$ cat src/include/swb_pkg.sv
package swb_pkg;

    // Opcode of the instruction in the upper six bits of the instruction word.
    localparam logic [5:0]  OPCODE          = 6'h15;
    localparam int          OPCODE_MSB      = 15;
    localparam int          OPCODE_LSB      = 10;
    localparam int          DEST_BIT        = 9;
    localparam int          ACCESS_BIT      = 8;
    localparam int          FILE_MSB        = 7;

    // Data memory addressing.
    localparam int          DATA_W          = 8;
    localparam int          ADDR_W          = 12;
    localparam int          BANK_W          = 4;
    localparam logic [7:0]  ACCESS_SPLIT    = 8'h60;
    localparam logic [7:0]  INDEX_LIMIT     = 8'h5f;
    localparam logic [3:0]  ACCESS_LOW_BANK = 4'h0;
    localparam logic [3:0]  ACCESS_SFR_BANK = 4'hf;

    // Flag positions in the status byte.
    localparam int          FLAG_C          = 0;
    localparam int          FLAG_DIG_CARRY  = 1;
    localparam int          FLAG_Z          = 2;
    localparam int          FLAG_OVERFLOW   = 3;
    localparam int          FLAG_N          = 4;
    localparam int          FLAG_W          = 5;

    // Reset values.
    localparam logic [7:0]  WREG_RESET      = 8'h00;
    localparam logic [4:0]  FLAGS_RESET     = 5'h00;

    // Quarter cycle sequence of one instruction cycle.
    typedef enum logic [2:0] {
        ST_IDLE,
        ST_DECODE,
        ST_READ,
        ST_PROCESS,
        ST_WRITE
    } swb_state_type;

endpackage

$ cat src/verilog/swb_exec.sv
// Functional notes
// (RULE_01) Result is W minus f minus borrow.
// (RULE_02) Destination bit zero writes W, one writes f.
// (RULE_03) Access bit zero uses access bank, else bank.
// (RULE_04) Extended set, access zero, f<=95: indexed offset.
// (RULE_05) Update all five flags; carry means no borrow.
// (RULE_06) One cycle: decode, read, process, write last.
`timescale 1ns/1ps

module swb_exec (
    input  wire logic        core_clk_in,          // Core clock, 250 MHz.
    input  wire logic        reset_in,             // Synchronous reset, active high.
    input  wire logic        instr_valid_in,       // Instruction word present, taken in idle.
    input  wire logic [15:0] instr_in,             // Instruction word.
    input  wire logic        ext_set_en_in,        // Extended instruction set enabled.
    input  wire logic [3:0]  bank_select_in,       // Bank select register value.
    input  wire logic [11:0] index_base_in,        // Base pointer for indexed literal offset.
    input  wire logic [7:0]  file_rdata_in,        // File register data, one cycle after read.
    input  wire logic        wreg_load_in,         // Load working register from outside.
    input  wire logic [7:0]  wreg_value_in,        // Value for working register load.
    input  wire logic        flags_load_in,        // Load status flags from outside.
    input  wire logic [4:0]  flags_value_in,       // Flags negative, overflow, zero, digit carry, carry.
    output logic             busy_out,             // Instruction in progress.
    output logic [11:0]      file_addr_out,        // File register address.
    output logic             file_rd_out,          // File register read strobe.
    output logic             file_wr_out,          // File register write strobe.
    output logic [7:0]       file_wdata_out,       // File register write data.
    output logic [7:0]       wreg_out,             // Working register.
    output logic [4:0]       flags_out,            // Flags negative, overflow, zero, digit carry, carry.
    output logic             done_out,             // Pulse in the write quarter.
    output logic             reject_out            // Pulse when a foreign opcode is offered in idle.
);

    typedef struct packed {
        swb_pkg::swb_state_type state;
        logic                   busy;
        logic                   dest_file;
        logic [11:0]            addr;
        logic                   rd;
        logic                   wr;
        logic [7:0]             wdata;
        logic [7:0]             wreg;
        logic [4:0]             flags;
        logic                   done;
        logic                   reject;
    } swb_regs_type;

    swb_regs_type r;
    swb_regs_type next_r;

    logic [7:0] file_field;
    logic       access_bit;
    logic [8:0] full_sum;
    logic [4:0] nib_sum;
    logic [7:0] result;

    // Instruction fields of the offered word.
    assign file_field = instr_in[swb_pkg::FILE_MSB:0];
    assign access_bit = instr_in[swb_pkg::ACCESS_BIT];

    // Subtraction as W plus inverted f plus carry, so carry out means no borrow.
    assign full_sum = {1'b0, r.wreg} + {1'b0, ~file_rdata_in} + {8'h00, r.flags[swb_pkg::FLAG_C]}; // see RULE_01
    assign nib_sum  = {1'b0, r.wreg[3:0]} + {1'b0, ~file_rdata_in[3:0]}
                    + {4'h0, r.flags[swb_pkg::FLAG_C]}; // see RULE_05
    assign result   = full_sum[7:0];

    // Next state of the whole datapath.
    always_comb begin
        next_r        = r;
        next_r.rd     = 1'b0;
        next_r.wr     = 1'b0;
        next_r.done   = 1'b0;
        next_r.reject = 1'b0;
        if (wreg_load_in && r.state == swb_pkg::ST_IDLE) begin
            next_r.wreg = wreg_value_in;
        end
        if (flags_load_in && r.state == swb_pkg::ST_IDLE) begin
            next_r.flags = flags_value_in;
        end
        case (r.state)
            swb_pkg::ST_IDLE: begin
                if (instr_valid_in) begin
                    if (instr_in[swb_pkg::OPCODE_MSB:swb_pkg::OPCODE_LSB] == swb_pkg::OPCODE) begin
                        next_r.state     = swb_pkg::ST_DECODE; // see RULE_06
                        next_r.busy      = 1'b1;
                        next_r.dest_file = instr_in[swb_pkg::DEST_BIT];
                        if (access_bit) begin
                            next_r.addr = {bank_select_in, file_field}; // see RULE_03
                        end else if (ext_set_en_in && file_field <= swb_pkg::INDEX_LIMIT) begin
                            next_r.addr = index_base_in + {4'h0, file_field}; // see RULE_04
                        end else if (file_field < swb_pkg::ACCESS_SPLIT) begin
                            next_r.addr = {swb_pkg::ACCESS_LOW_BANK, file_field}; // see RULE_03
                        end else begin
                            next_r.addr = {swb_pkg::ACCESS_SFR_BANK, file_field}; // see RULE_03
                        end
                    end else begin
                        next_r.reject = 1'b1;
                    end
                end
            end
            swb_pkg::ST_DECODE: begin
                next_r.state = swb_pkg::ST_READ;
                next_r.rd    = 1'b1; // see RULE_06
            end
            swb_pkg::ST_READ: begin
                next_r.state = swb_pkg::ST_PROCESS;
            end
            swb_pkg::ST_PROCESS: begin
                next_r.state                          = swb_pkg::ST_WRITE;
                next_r.done                           = 1'b1;
                next_r.flags[swb_pkg::FLAG_C]         = full_sum[8]; // see RULE_05
                next_r.flags[swb_pkg::FLAG_DIG_CARRY] = nib_sum[4]; // see RULE_05
                next_r.flags[swb_pkg::FLAG_Z]         = (result == 8'h00); // see RULE_05
                next_r.flags[swb_pkg::FLAG_N]         = result[7]; // see RULE_05
                next_r.flags[swb_pkg::FLAG_OVERFLOW]  = (r.wreg[7] != file_rdata_in[7])
                                                      && (result[7] != r.wreg[7]); // see RULE_05
                if (r.dest_file) begin
                    next_r.wr    = 1'b1; // see RULE_02
                    next_r.wdata = result;
                end else begin
                    next_r.wreg  = result; // see RULE_02
                end
            end
            swb_pkg::ST_WRITE: begin
                next_r.state = swb_pkg::ST_IDLE;
                next_r.busy  = 1'b0; // see RULE_06
            end
            default: begin
                next_r.state = swb_pkg::ST_IDLE;
                next_r.busy  = 1'b0;
            end
        endcase
    end

    // State register with synchronous reset.
    always_ff @(posedge core_clk_in) begin
        if (reset_in) begin
            r.state      <= swb_pkg::ST_IDLE;
            r.busy       <= 1'b0;
            r.dest_file  <= 1'b0;
            r.addr       <= 12'h000;
            r.rd         <= 1'b0;
            r.wr         <= 1'b0;
            r.wdata      <= 8'h00;
            r.wreg       <= swb_pkg::WREG_RESET;
            r.flags      <= swb_pkg::FLAGS_RESET;
            r.done       <= 1'b0;
            r.reject     <= 1'b0;
        end else begin
            r <= next_r;
        end
    end

    // Outputs come straight from the state register.
    assign busy_out       = r.busy;
    assign file_addr_out  = r.addr;
    assign file_rd_out    = r.rd;
    assign file_wr_out    = r.wr;
    assign file_wdata_out = r.wdata;
    assign wreg_out       = r.wreg;
    assign flags_out      = r.flags;
    assign done_out       = r.done;
    assign reject_out     = r.reject;

    // Helper copies of the sampled operands for the checks below.
    logic [7:0] chk_w;
    logic [7:0] chk_f;
    logic       chk_c;
    always_ff @(posedge core_clk_in) begin
        if (r.state == swb_pkg::ST_PROCESS) begin
            chk_w <= r.wreg;
            chk_f <= file_rdata_in;
            chk_c <= r.flags[swb_pkg::FLAG_C];
        end
    end

    result_value_a: assert property (@(posedge core_clk_in) disable iff (reset_in) // see RULE_01
        done_out |-> ((file_wr_out ? file_wdata_out : wreg_out) == 8'(chk_w - chk_f - {7'h00, ~chk_c})))
        else $error("Result differs from W minus f minus borrow.");

    dest_file_a: assert property (@(posedge core_clk_in) disable iff (reset_in) // see RULE_02
        (r.state == swb_pkg::ST_PROCESS && r.dest_file) |=> (file_wr_out && wreg_out == $past(r.wreg)))
        else $error("File destination did not write file or touched W.");

    dest_wreg_a: assert property (@(posedge core_clk_in) disable iff (reset_in) // see RULE_02
        (r.state == swb_pkg::ST_PROCESS && !r.dest_file) |=> !file_wr_out)
        else $error("W destination wrote the file register.");

    bank_addr_a: assert property (@(posedge core_clk_in) disable iff (reset_in) // see RULE_03
        (r.state == swb_pkg::ST_IDLE && instr_valid_in && instr_in[15:10] == swb_pkg::OPCODE && instr_in[8])
        |=> file_addr_out == {$past(bank_select_in), $past(instr_in[7:0])})
        else $error("Bank addressing used a wrong address.");

    indexed_addr_a: assert property (@(posedge core_clk_in) disable iff (reset_in) // see RULE_04
        (r.state == swb_pkg::ST_IDLE && instr_valid_in && instr_in[15:10] == swb_pkg::OPCODE && !instr_in[8]
         && ext_set_en_in && instr_in[7:0] <= 8'h5f)
        |=> file_addr_out == 12'($past(index_base_in) + {4'h0, $past(instr_in[7:0])}))
        else $error("Indexed literal offset address is wrong.");

    // Plain access bank: low part of the bank below the split, upper bank above it.
    access_bank_a: assert property (@(posedge core_clk_in) disable iff (reset_in) // see RULE_03
        (r.state == swb_pkg::ST_IDLE && instr_valid_in && instr_in[15:10] == swb_pkg::OPCODE && !instr_in[8]
         && !(ext_set_en_in && instr_in[7:0] <= 8'h5f))
        |=> file_addr_out == {(($past(instr_in[7:0]) < 8'h60) ? 4'h0 : 4'hf), $past(instr_in[7:0])})
        else $error("Access bank addressing used a wrong address.");

    zero_neg_a: assert property (@(posedge core_clk_in) disable iff (reset_in) // see RULE_05
        done_out |-> (flags_out[swb_pkg::FLAG_Z] == ((file_wr_out ? file_wdata_out : wreg_out) == 8'h00))
                  && (flags_out[swb_pkg::FLAG_N] == (file_wr_out ? file_wdata_out[7] : wreg_out[7])))
        else $error("Zero or negative flag disagrees with the result.");

    carry_flag_a: assert property (@(posedge core_clk_in) disable iff (reset_in) // see RULE_05
        done_out |-> flags_out[swb_pkg::FLAG_C] == ({1'b0, chk_w} >= ({1'b0, chk_f} + {8'h00, ~chk_c})))
        else $error("Carry does not show absence of borrow.");

    one_cycle_a: assert property (@(posedge core_clk_in) disable iff (reset_in) // see RULE_06
        (r.state == swb_pkg::ST_IDLE && instr_valid_in && instr_in[15:10] == swb_pkg::OPCODE)
        |=> busy_out ##1 file_rd_out ##1 !file_rd_out ##1 done_out ##1 !busy_out)
        else $error("Quarter cycle sequence broken.");

    file_dest_cov: cover property (@(posedge core_clk_in) file_wr_out && done_out);
    wreg_dest_cov: cover property (@(posedge core_clk_in) done_out && !file_wr_out);
    zero_res_cov:  cover property (@(posedge core_clk_in) done_out && flags_out[swb_pkg::FLAG_Z]);
    reject_cov:    cover property (@(posedge core_clk_in) reject_out && !busy_out);
    indexed_cov:   cover property (@(posedge core_clk_in) r.state == swb_pkg::ST_IDLE && instr_valid_in
                                   && ext_set_en_in && !instr_in[8] && instr_in[7:0] <= 8'h5f);

endmodule

$ cat config.mk
export PLATFORM = sky130hd
export DESIGN_NAME = swb_exec
export DESIGN_NICKNAME = d
export VERILOG_FILES = /design/src/include/swb_pkg.sv /design/src/verilog/swb_exec.sv
export SDC_FILE = /design/constraint.sdc
export NUM_CORES = 1
export LEC_CHECK = 0
export BUFFER_PORTS_ARGS = -buffer_cell sky130_fd_sc_hd__buf_4
export CORE_ASPECT_RATIO = 1.4
export CORE_UTILIZATION = 25
export DETAILED_ROUTE_END_ITERATION = 7
export SKIP_CTS_REPAIR_TIMING = 1
export SLEW_MARGIN = 20
export SYNTH_ARGS = -nofsm -noshare
export SYNTH_HDL_FRONTEND = slang
export SYNTH_SLANG_ARGS = --single-unit
$ cat constraint.sdc
create_clock -name core_clk_in -period 6.55 [get_ports core_clk_in]
set_input_delay 0 -clock core_clk_in [delete_from_list [all_inputs] [get_ports core_clk_in]]
set_output_delay 0 -clock core_clk_in [all_outputs]
set_load 0.1 [all_outputs]
==> results of run 1 <==
==> metal layers <==
| metal | vias to the layer above | GRT usage, % | part of all wire [%] |
|---|---|---|---|
| li1 | 1324 | - | - |
| met1 | 1183 | 14.5 | 39 |
| met2 | 78 | 24.8 | 53 |
| met3 | 13 | 3.24 | 5.5 |
| met4 | 0 | 4.67 | 2.4 |
| met5 | - | 0 | 0 |
==> final cells by class <==
cell class | instances | area [um^2]
fill | 1174 | 7320
timing repair buffer | 99 | 748
clock buffer | 6 | 129
clock inverter | 2 | 13.8
tap | 141 | 176
inverter | 20 | 75.1
sequential | 42 | 841
multi-input combinational | 242 | 1560
==> layout by cell type, fill, tap and decap left out, types with 5 or more instances in the layout <==
cell / count
nand2_1: 24
ha_1: 15
o21ai_0: 17
xor2_1: 5
nor3_1: 16
dfxtp_1: 42
xnor2_1: 5
a21oi_1: 32
mux2i_1: 7
clkbuf_16: 5
inv_1: 20
a211oi_1: 17
nor2_1: 38
nor2b_1: 6
buf_4: 97
==> logic make-up after synthesis <==
group | count (synthesis)
and+or+nand+nor | 112
AOI/OAI and AO/OA | 94
buffers and inverters | 68
DFF | 42
adders and majority gates | 18
xor gates and xnor gates | 11
muxes | 7
==> path summary, 6_finish.rpt <==
path | start | to | slack [ns]
max reg2reg | flags_out[0]$_SDFFE_PP0P_ | flags_out[2]$_SDFFE_PP0P_ | 3.63
min reg2reg | file_wdata_out[3]$_SDFFE_PP0P_ | file_wdata_out[3]$_SDFFE_PP0P_ | 0.45
max | flags_out[0]$_SDFFE_PP0P_ | flags_out[2]$_SDFFE_PP0P_ | 3.63
min | instr_in[7] | file_addr_out[7]$_SDFFE_PP0P_ | -0.009
==> flip-flops by register name, indices dropped and copies added, names as in the netlist <==
signal          count
done_out            1
file_wdata_out      8
file_rd_out         1
flags_out           5
busy_out            1
reject_out          1
file_addr_out      12
wreg_out            8
r                   4
file_wr_out         1
==> stage by stage <==
step	util, %	total power, mW	cell area, um^2	cells
CTS	32.4	0.708	3520	550
global placement	31.1	0.461	3380	542
floorplan	-	0.410	2780	352
global route	32.6	0.738	3540	552
detailed placement	31.1	0.463	3380	542
finish	32.6	0.701	3540	552
==> power by group <==
part / switching [mW] / leakage [nW] / total [mW] / internal [mW]
clock network: 0.103 / 0.0708 / 0.244 / 0.141
logic: 0.117 / 1.10 / 0.189 / 0.0723
registers: 0.00540 / 0.341 / 0.268 / 0.262
total: 0.225 / 1.52 / 0.701 / 0.476
==> worst register-to-register path: stages, from the launching register on <==
cell and delay (ns):
dfxtp_1 0.41, fa_1 0.25, inv_1 0.06, fa_1 0.39, nand2b_1 0.18, a21oi_1 0.26, xor2_2 0.13, or4_1 0.54
or4b_1 0.50, a21oi_1 0.15
==> flow_summary_export.csv, run 1 <==
group,metric,value,unit
sta,drv_slew,0,
sta,max_slew.worst_pin.slew,0.605,ns
synthesis,yosysTopAreaCell,"dfxtp_1",
synthesis,syn_area_per_cell,7.91,um^2
sta,timing.hold.ws,-0.00884,ns
setup_path,path_depth,9,
sta,setup_viol,0,
detailed_routing,routed_wl,7540,um
placed_design,finalWeightedCongestion,0.778,
synthesis,syn-num-nets,429,
synthesis,synth_seq_area_share,30.2,%
clocking,cts.path.max_buffers,2,
floorplan,fp.dieH,127,um
placed_design,port_buffers,96,
power_and_ir_drop,p_per_area,198,mW/mm^2
finish,area_growth_syn_to_layout,27.3,%
synthesis,synth_enable_flop_cells,0,
synthesis,syn_inst,352,
setup_path,critical_path.startpoint_type,"register",
placed_design,hpwl,6030,um
setup_path,path_cells,"fa_1, inv_1, fa_1, nand2b_1, a21oi_1, xor2_2, or4_1, or4b_1, a21oi_1",
grt,grt_start_max_net_pins,40,
clocking,htreeDepth,2,
sta,finalSetupTns,0,ns
sta,fin_skew,0.00345,ns
detailed_routing,drtIter0Drc,75,
synthesis,synthAdderAreaFrac,8.90,%
clocking,cts-root-buf,"clkbuf_16",
synthesis,synth_cell_type_count,51,
clocking,clkTransAtPathRegs,0.06,ns
setup_path,cp_max_fo,4,
setup_path,crit_family,"simple AND/OR/NAND/NOR gates",
sta,maxSlewHeadroom,59.1,%
detailed_routing,wl_per_cell,13.7,um
setup_path,slowest_stage,"or4_1",
synthesis,yosysMostFrequentCell,"dfxtp_1",
setup_path,worstPathArrival,3.14,ns
run_status,status,"finished with violations",
setup_path,crit_buf_inv,1,
sta,clock.fmax,342,MHz
synthesis,synth-simple-area-share,19.6,%
finish,fin_nets,487,
grt,first_global_vias,2544,
sta,rsz0062_at_grt,"no",
detailed_routing,viasPerCell,4.71,
detailed_routing,drc,0,
synthesis,yosys-top-cells-count,"dfxtp_1 (42), nor2_1 (38), buf_4 (33)",
clocking,cts_tree,"done",
synthesis,synth_top_family_by_area,"compound AO/OA/AOI/OAI gates",
power_and_ir_drop,ir_drop,0.0919,mV
synthesis,ys_ff_latch,42,
synthesis,postSynth.asyncResetShare,0,%
floorplan,std_cell_rows,45,
finish,antenna_cells,0,
detailed_routing,vias,2598,
run_status,violations,"hold timing",
floorplan,die-area,0.0116,mm^2
finish,layout-drive-gt1-share,26.5,%
power_and_ir_drop,leakage,1.52,nW
placed_design,dp_slack,3.65,ns
grt,antenna_found_initial,0,
setup_path,end_kind,"register",
floorplan,io_pins,97,
sta,post-route-period-util,44.6,%
clocking,clk_latency,0.28,ns
setup_path,path_class,"register to register",
sta,finalHoldViolations,1,
clocking,numClockSinks,42,
clocking,cts_made_buffers,5,
synthesis,synthFlopType,"dfxtp_1",
synthesis,synth-warning-count,0,
synthesis,synth_compound_area_share,21.3,%
run,max-cap-violations,0,
min_path,hold_path_depth,3,
grt,grt_pass1_wl,12300,um
synthesis,yosys-mux-area-fraction,2.52,%
synthesis,synthXorXnorAreaFrac,3.73,%
detailed_routing,ant_nets,0,
grt,track_usage,13.3,%
grt,overflow,0,
detailed_routing,firstDrtPassIters,4,
synthesis,syn_area,0.00278,mm^2
setup_path,r2r_cells,9,
floorplan,dieWidth,91.2,um
setup_path,cp.required,6.77,ns
sta,fin_crit,2.92,ns
synthesis,synth_top_area_share,30.2,%
synthesis,synth_area_leaders,"dfxtp_1 (30%), buf_4 (8.9%), ha_1 (6.7%)",
min_path,hp-class,"input port to register",
floorplan,core,0.0109,mm^2
floorplan,initial_core_util,25.6,%
sta,layout_setup_ws,3.63,ns
setup_path,max_stage_delay,0.54,ns
(Power assumes the default switching activity.)
==> inputs of run 2 (changes only) <==
Settings changed: ABC_AREA from default to 1.
Clock period 6.55 ns to 2.92 ns, I/O delays scaled along.
==> run 2 against run 1 <==
The flow now finishes without violations. Via count up 16%. Area after synthesis up 6.4%. Maximum frequency up 47%. Clock power rose to 2.6 times the previous value. Clock skew up 0.00075 ns. Sequential power up 120%. Worst setup slack worse by 2.7 ns. Final area up 6.4%. Routed wire length up 19%. Combinational power up 120%. First-iteration DRC count up 16%. Critical path type unchanged. Largest cell class unchanged. Largest power group is now clock.
==> flow_summary_export.csv, run 2 <==
group,metric,value,unit
grt,track_usage,15.1,%
synthesis,yosysTopAreaCell,"dfxtp_1",
power_and_ir_drop,p_per_area,435,mW/mm^2
sta,max_slew.worst_pin.slew,0.508,ns
setup_path,cp_max_fo,3,
sta,finalSetupTns,0,ns
setup_path,reg2reg_slack,0.94,ns
setup_path,worstPathArrival,2.20,ns
clocking,clk_latency,0.28,ns
grt,grt_pass1_wl,14200,um
clocking,htreeDepth,2,
synthesis,ys_ff_latch,42,
detailed_routing,ant_nets,0,
clocking,numClockSinks,42,
clocking,cts.path.max_buffers,2,
synthesis,syn_area_per_cell,6.82,um^2
grt,overflow,0,
synthesis,postSynth.asyncResetShare,0,%
setup_path,end_kind,"register",
synthesis,synth_cell_type_count,38,
min_path,hp-class,"input port to register",
finish,final_cell_mix,"buf_4 (97), nand2_1 (95), inv_1 (55), dfxtp_1 (42), a21oi_1 (40)",
run,max-cap-violations,0,
sta,post-route-period-util,67.9,%
clocking,cts_made_buffers,5,
run_status,status,"completed",
floorplan,fp.dieH,131,um
synthesis,synth_seq_area_share,28.4,%
grt,grt_start_max_net_pins,20,
setup_path,crit_end,"flags_out[2]$_SDFFE_PP0P_",
synthesis,synthFlopType,"dfxtp_1",
finish,final_common_cell,"buf_4",
floorplan,die-area,0.0123,mm^2
finish,fin_nets,578,
clocking,cts-root-buf,"clkbuf_16",
synthesis,synth_top_area_share,28.4,%
grt,antenna_found_initial,0,
placed_design,finalWeightedCongestion,0.885,
clocking,clkTransAtPathRegs,0.06,ns
finish,fin_util,32.9,%
floorplan,initial_core_util,25.9,%
sta,fin_crit,1.98,ns
detailed_routing,drc,0,
finish,multi_input_area,0.00161,mm^2
setup_path,r2r_cells,12,
power_and_ir_drop,ir_drop,0.228,mV
setup_path,reg2reg_from,"wreg_out[0]$_SDFF_PP0_",
synthesis,syn_inst,434,
synthesis,synth_enable_flop_cells,0,
synthesis,synth_area_leaders,"dfxtp_1 (28%), nand2_1 (12%), buf_4 (8.6%)",
detailed_routing,vias,3007,
sta,rsz0062_at_grt,"no",
placed_design,hpwl,7470,um
floorplan,std_cell_rows,46,
power_and_ir_drop,leakage,1.91,nW
floorplan,io_pins,97,
setup_path,path_class,"register to register",
sta,setup_viol,0,
floorplan,core,0.0115,mm^2
sta,clock.fmax,504,MHz
detailed_routing,routed_wl,8980,um
setup_path,cp.required,3.13,ns
detailed_routing,drtIter0Drc,87,
synthesis,synth-warning-count,0,
finish,antenna_cells,0,
finish,area_growth_syn_to_layout,27.3,%
clocking,cts_tree,"done",
finish,largest_reg_flops,12,
sta,timing.hold.ws,0.00381,ns
setup_path,r2r-end,"flags_out[2]$_SDFFE_PP0P_",
detailed_routing,wl_per_cell,13.9,um
finish,register_area,841,um^2
placed_design,dpl_cell_area,0.00359,mm^2
sta,maxSlewHeadroom,65.8,%
synthesis,syn-num-nets,511,
grt,first_global_vias,3032,
sta,fin_skew,0.00420,ns
detailed_routing,viasPerCell,4.65,
placed_design,port_buffers,96,
finish,nFillCells,1225,
synthesis,syn_area,0.00296,mm^2
sta,finalHoldViolations,0,
sta,drv_slew,0,
setup_path,critical_path.startpoint_type,"register",
setup_path,startpoint,"wreg_out[0]$_SDFF_PP0_",
detailed_routing,firstDrtPassIters,4,
synthesis,yosysMostFrequentCell,"nand2_1",
synthesis,yosys-top-cells-count,"nand2_1 (95), inv_1 (55), dfxtp_1 (42)",
finish,final_cell_area,0.00377,mm^2
finish,layout-drive-gt1-share,23.7,%
floorplan,dieWidth,94.0,um
-- run 2: cell count changes in the layout (fill, tap and decap cells not counted), sizes merged, moves of 10 or more --
| cell | previous run | this run |
|---|---|---|
| nor3 | 16 | 5 |
| nand3 | 1 | 36 |
| o21ai | 17 | 29 |
| inv | 20 | 59 |
| nand2 | 25 | 98 |
| a211oi | 18 | 0 |
| nor2 | 39 | 29 |
-- run 2: how the worst min path moves through the flow --
stage	depth (start not counted)	startpoint	end	slack, ns
after floorplan	2	instr_valid_in	reject_out$_SDFF_PP0_	0.14
after global placement	3	wreg_value_in[2]	wreg_out[2]$_SDFF_PP0_	0.26
after detailed placement	3	wreg_value_in[2]	wreg_out[2]$_SDFF_PP0_	0.27
after CTS	3	wreg_value_in[2]	wreg_out[2]$_SDFF_PP0_	-0.03
after global routing	3	wreg_value_in[3]	wreg_out[3]$_SDFF_PP0_	0.006
final	3	instr_in[0]	file_addr_out[0]$_SDFFE_PP0P_	0.004
-- run 2: stage by stage --
stage / std cells / power [mW] / setup WS (ns)
finish: 646 / 1.64 / 0.937
CTS: 644 / 1.65 / 0.939
global placement: 636 / 1.02 / 0.997
detailed placement: 636 / 1.02 / 0.963
floorplan: 434 / 0.895 / 1.17
global route: 646 / 1.71 / 0.765
-- run 2: logic make-up after synthesis --
kind of cell	synth area share (%)
buffers and inverters	17.3
adders and majority gates	8.37
AOI/OAI and AO/OA	16.2
xor gates and xnor gates	0.592
and+or+nand+nor	29.2
DFF	28.4
-- run 2: area by class of cell --
type / instances / share of cell area, %
multi-input combinational: 293 / 42.7
sequential: 42 / 22.3
timing repair buffer: 99 / 19.8
inverter: 60 / 6.07
tap: 144 / 4.78
clock buffer: 7 / 3.52
clock inverter: 1 / 0.797
-- run 2: critical path, cell delays in order (launching register included) --
cell and delay (ns):
dfxtp_1 0.39, fa_1 0.23, inv_1 0.06, fa_1 0.41
inv_1 0.09, nand3_1 0.09, nand2_1 0.12, nand2_1 0.06
nand2_1 0.10, nand3_1 0.08, nor2_1 0.10, nand3_1 0.08
a21oi_1 0.12
-- run 2: report_power, final --
part	switching, mW	internal (mW)
Combinational	0.267	0.147
Sequential	0.0111	0.586
Clock	0.224	0.404
-- run 2: layer usage --
metal | global-route usage (%) | part of all wire, % | vias to the layer above
met3 | 2.43 | 5.0 | 11
met5 | 0 | 0 | -
met4 | 4.62 | 1.7 | 0
li1 | - | - | 1532
met2 | 30.7 | 55 | 88
met1 | 15.2 | 38 | 1376
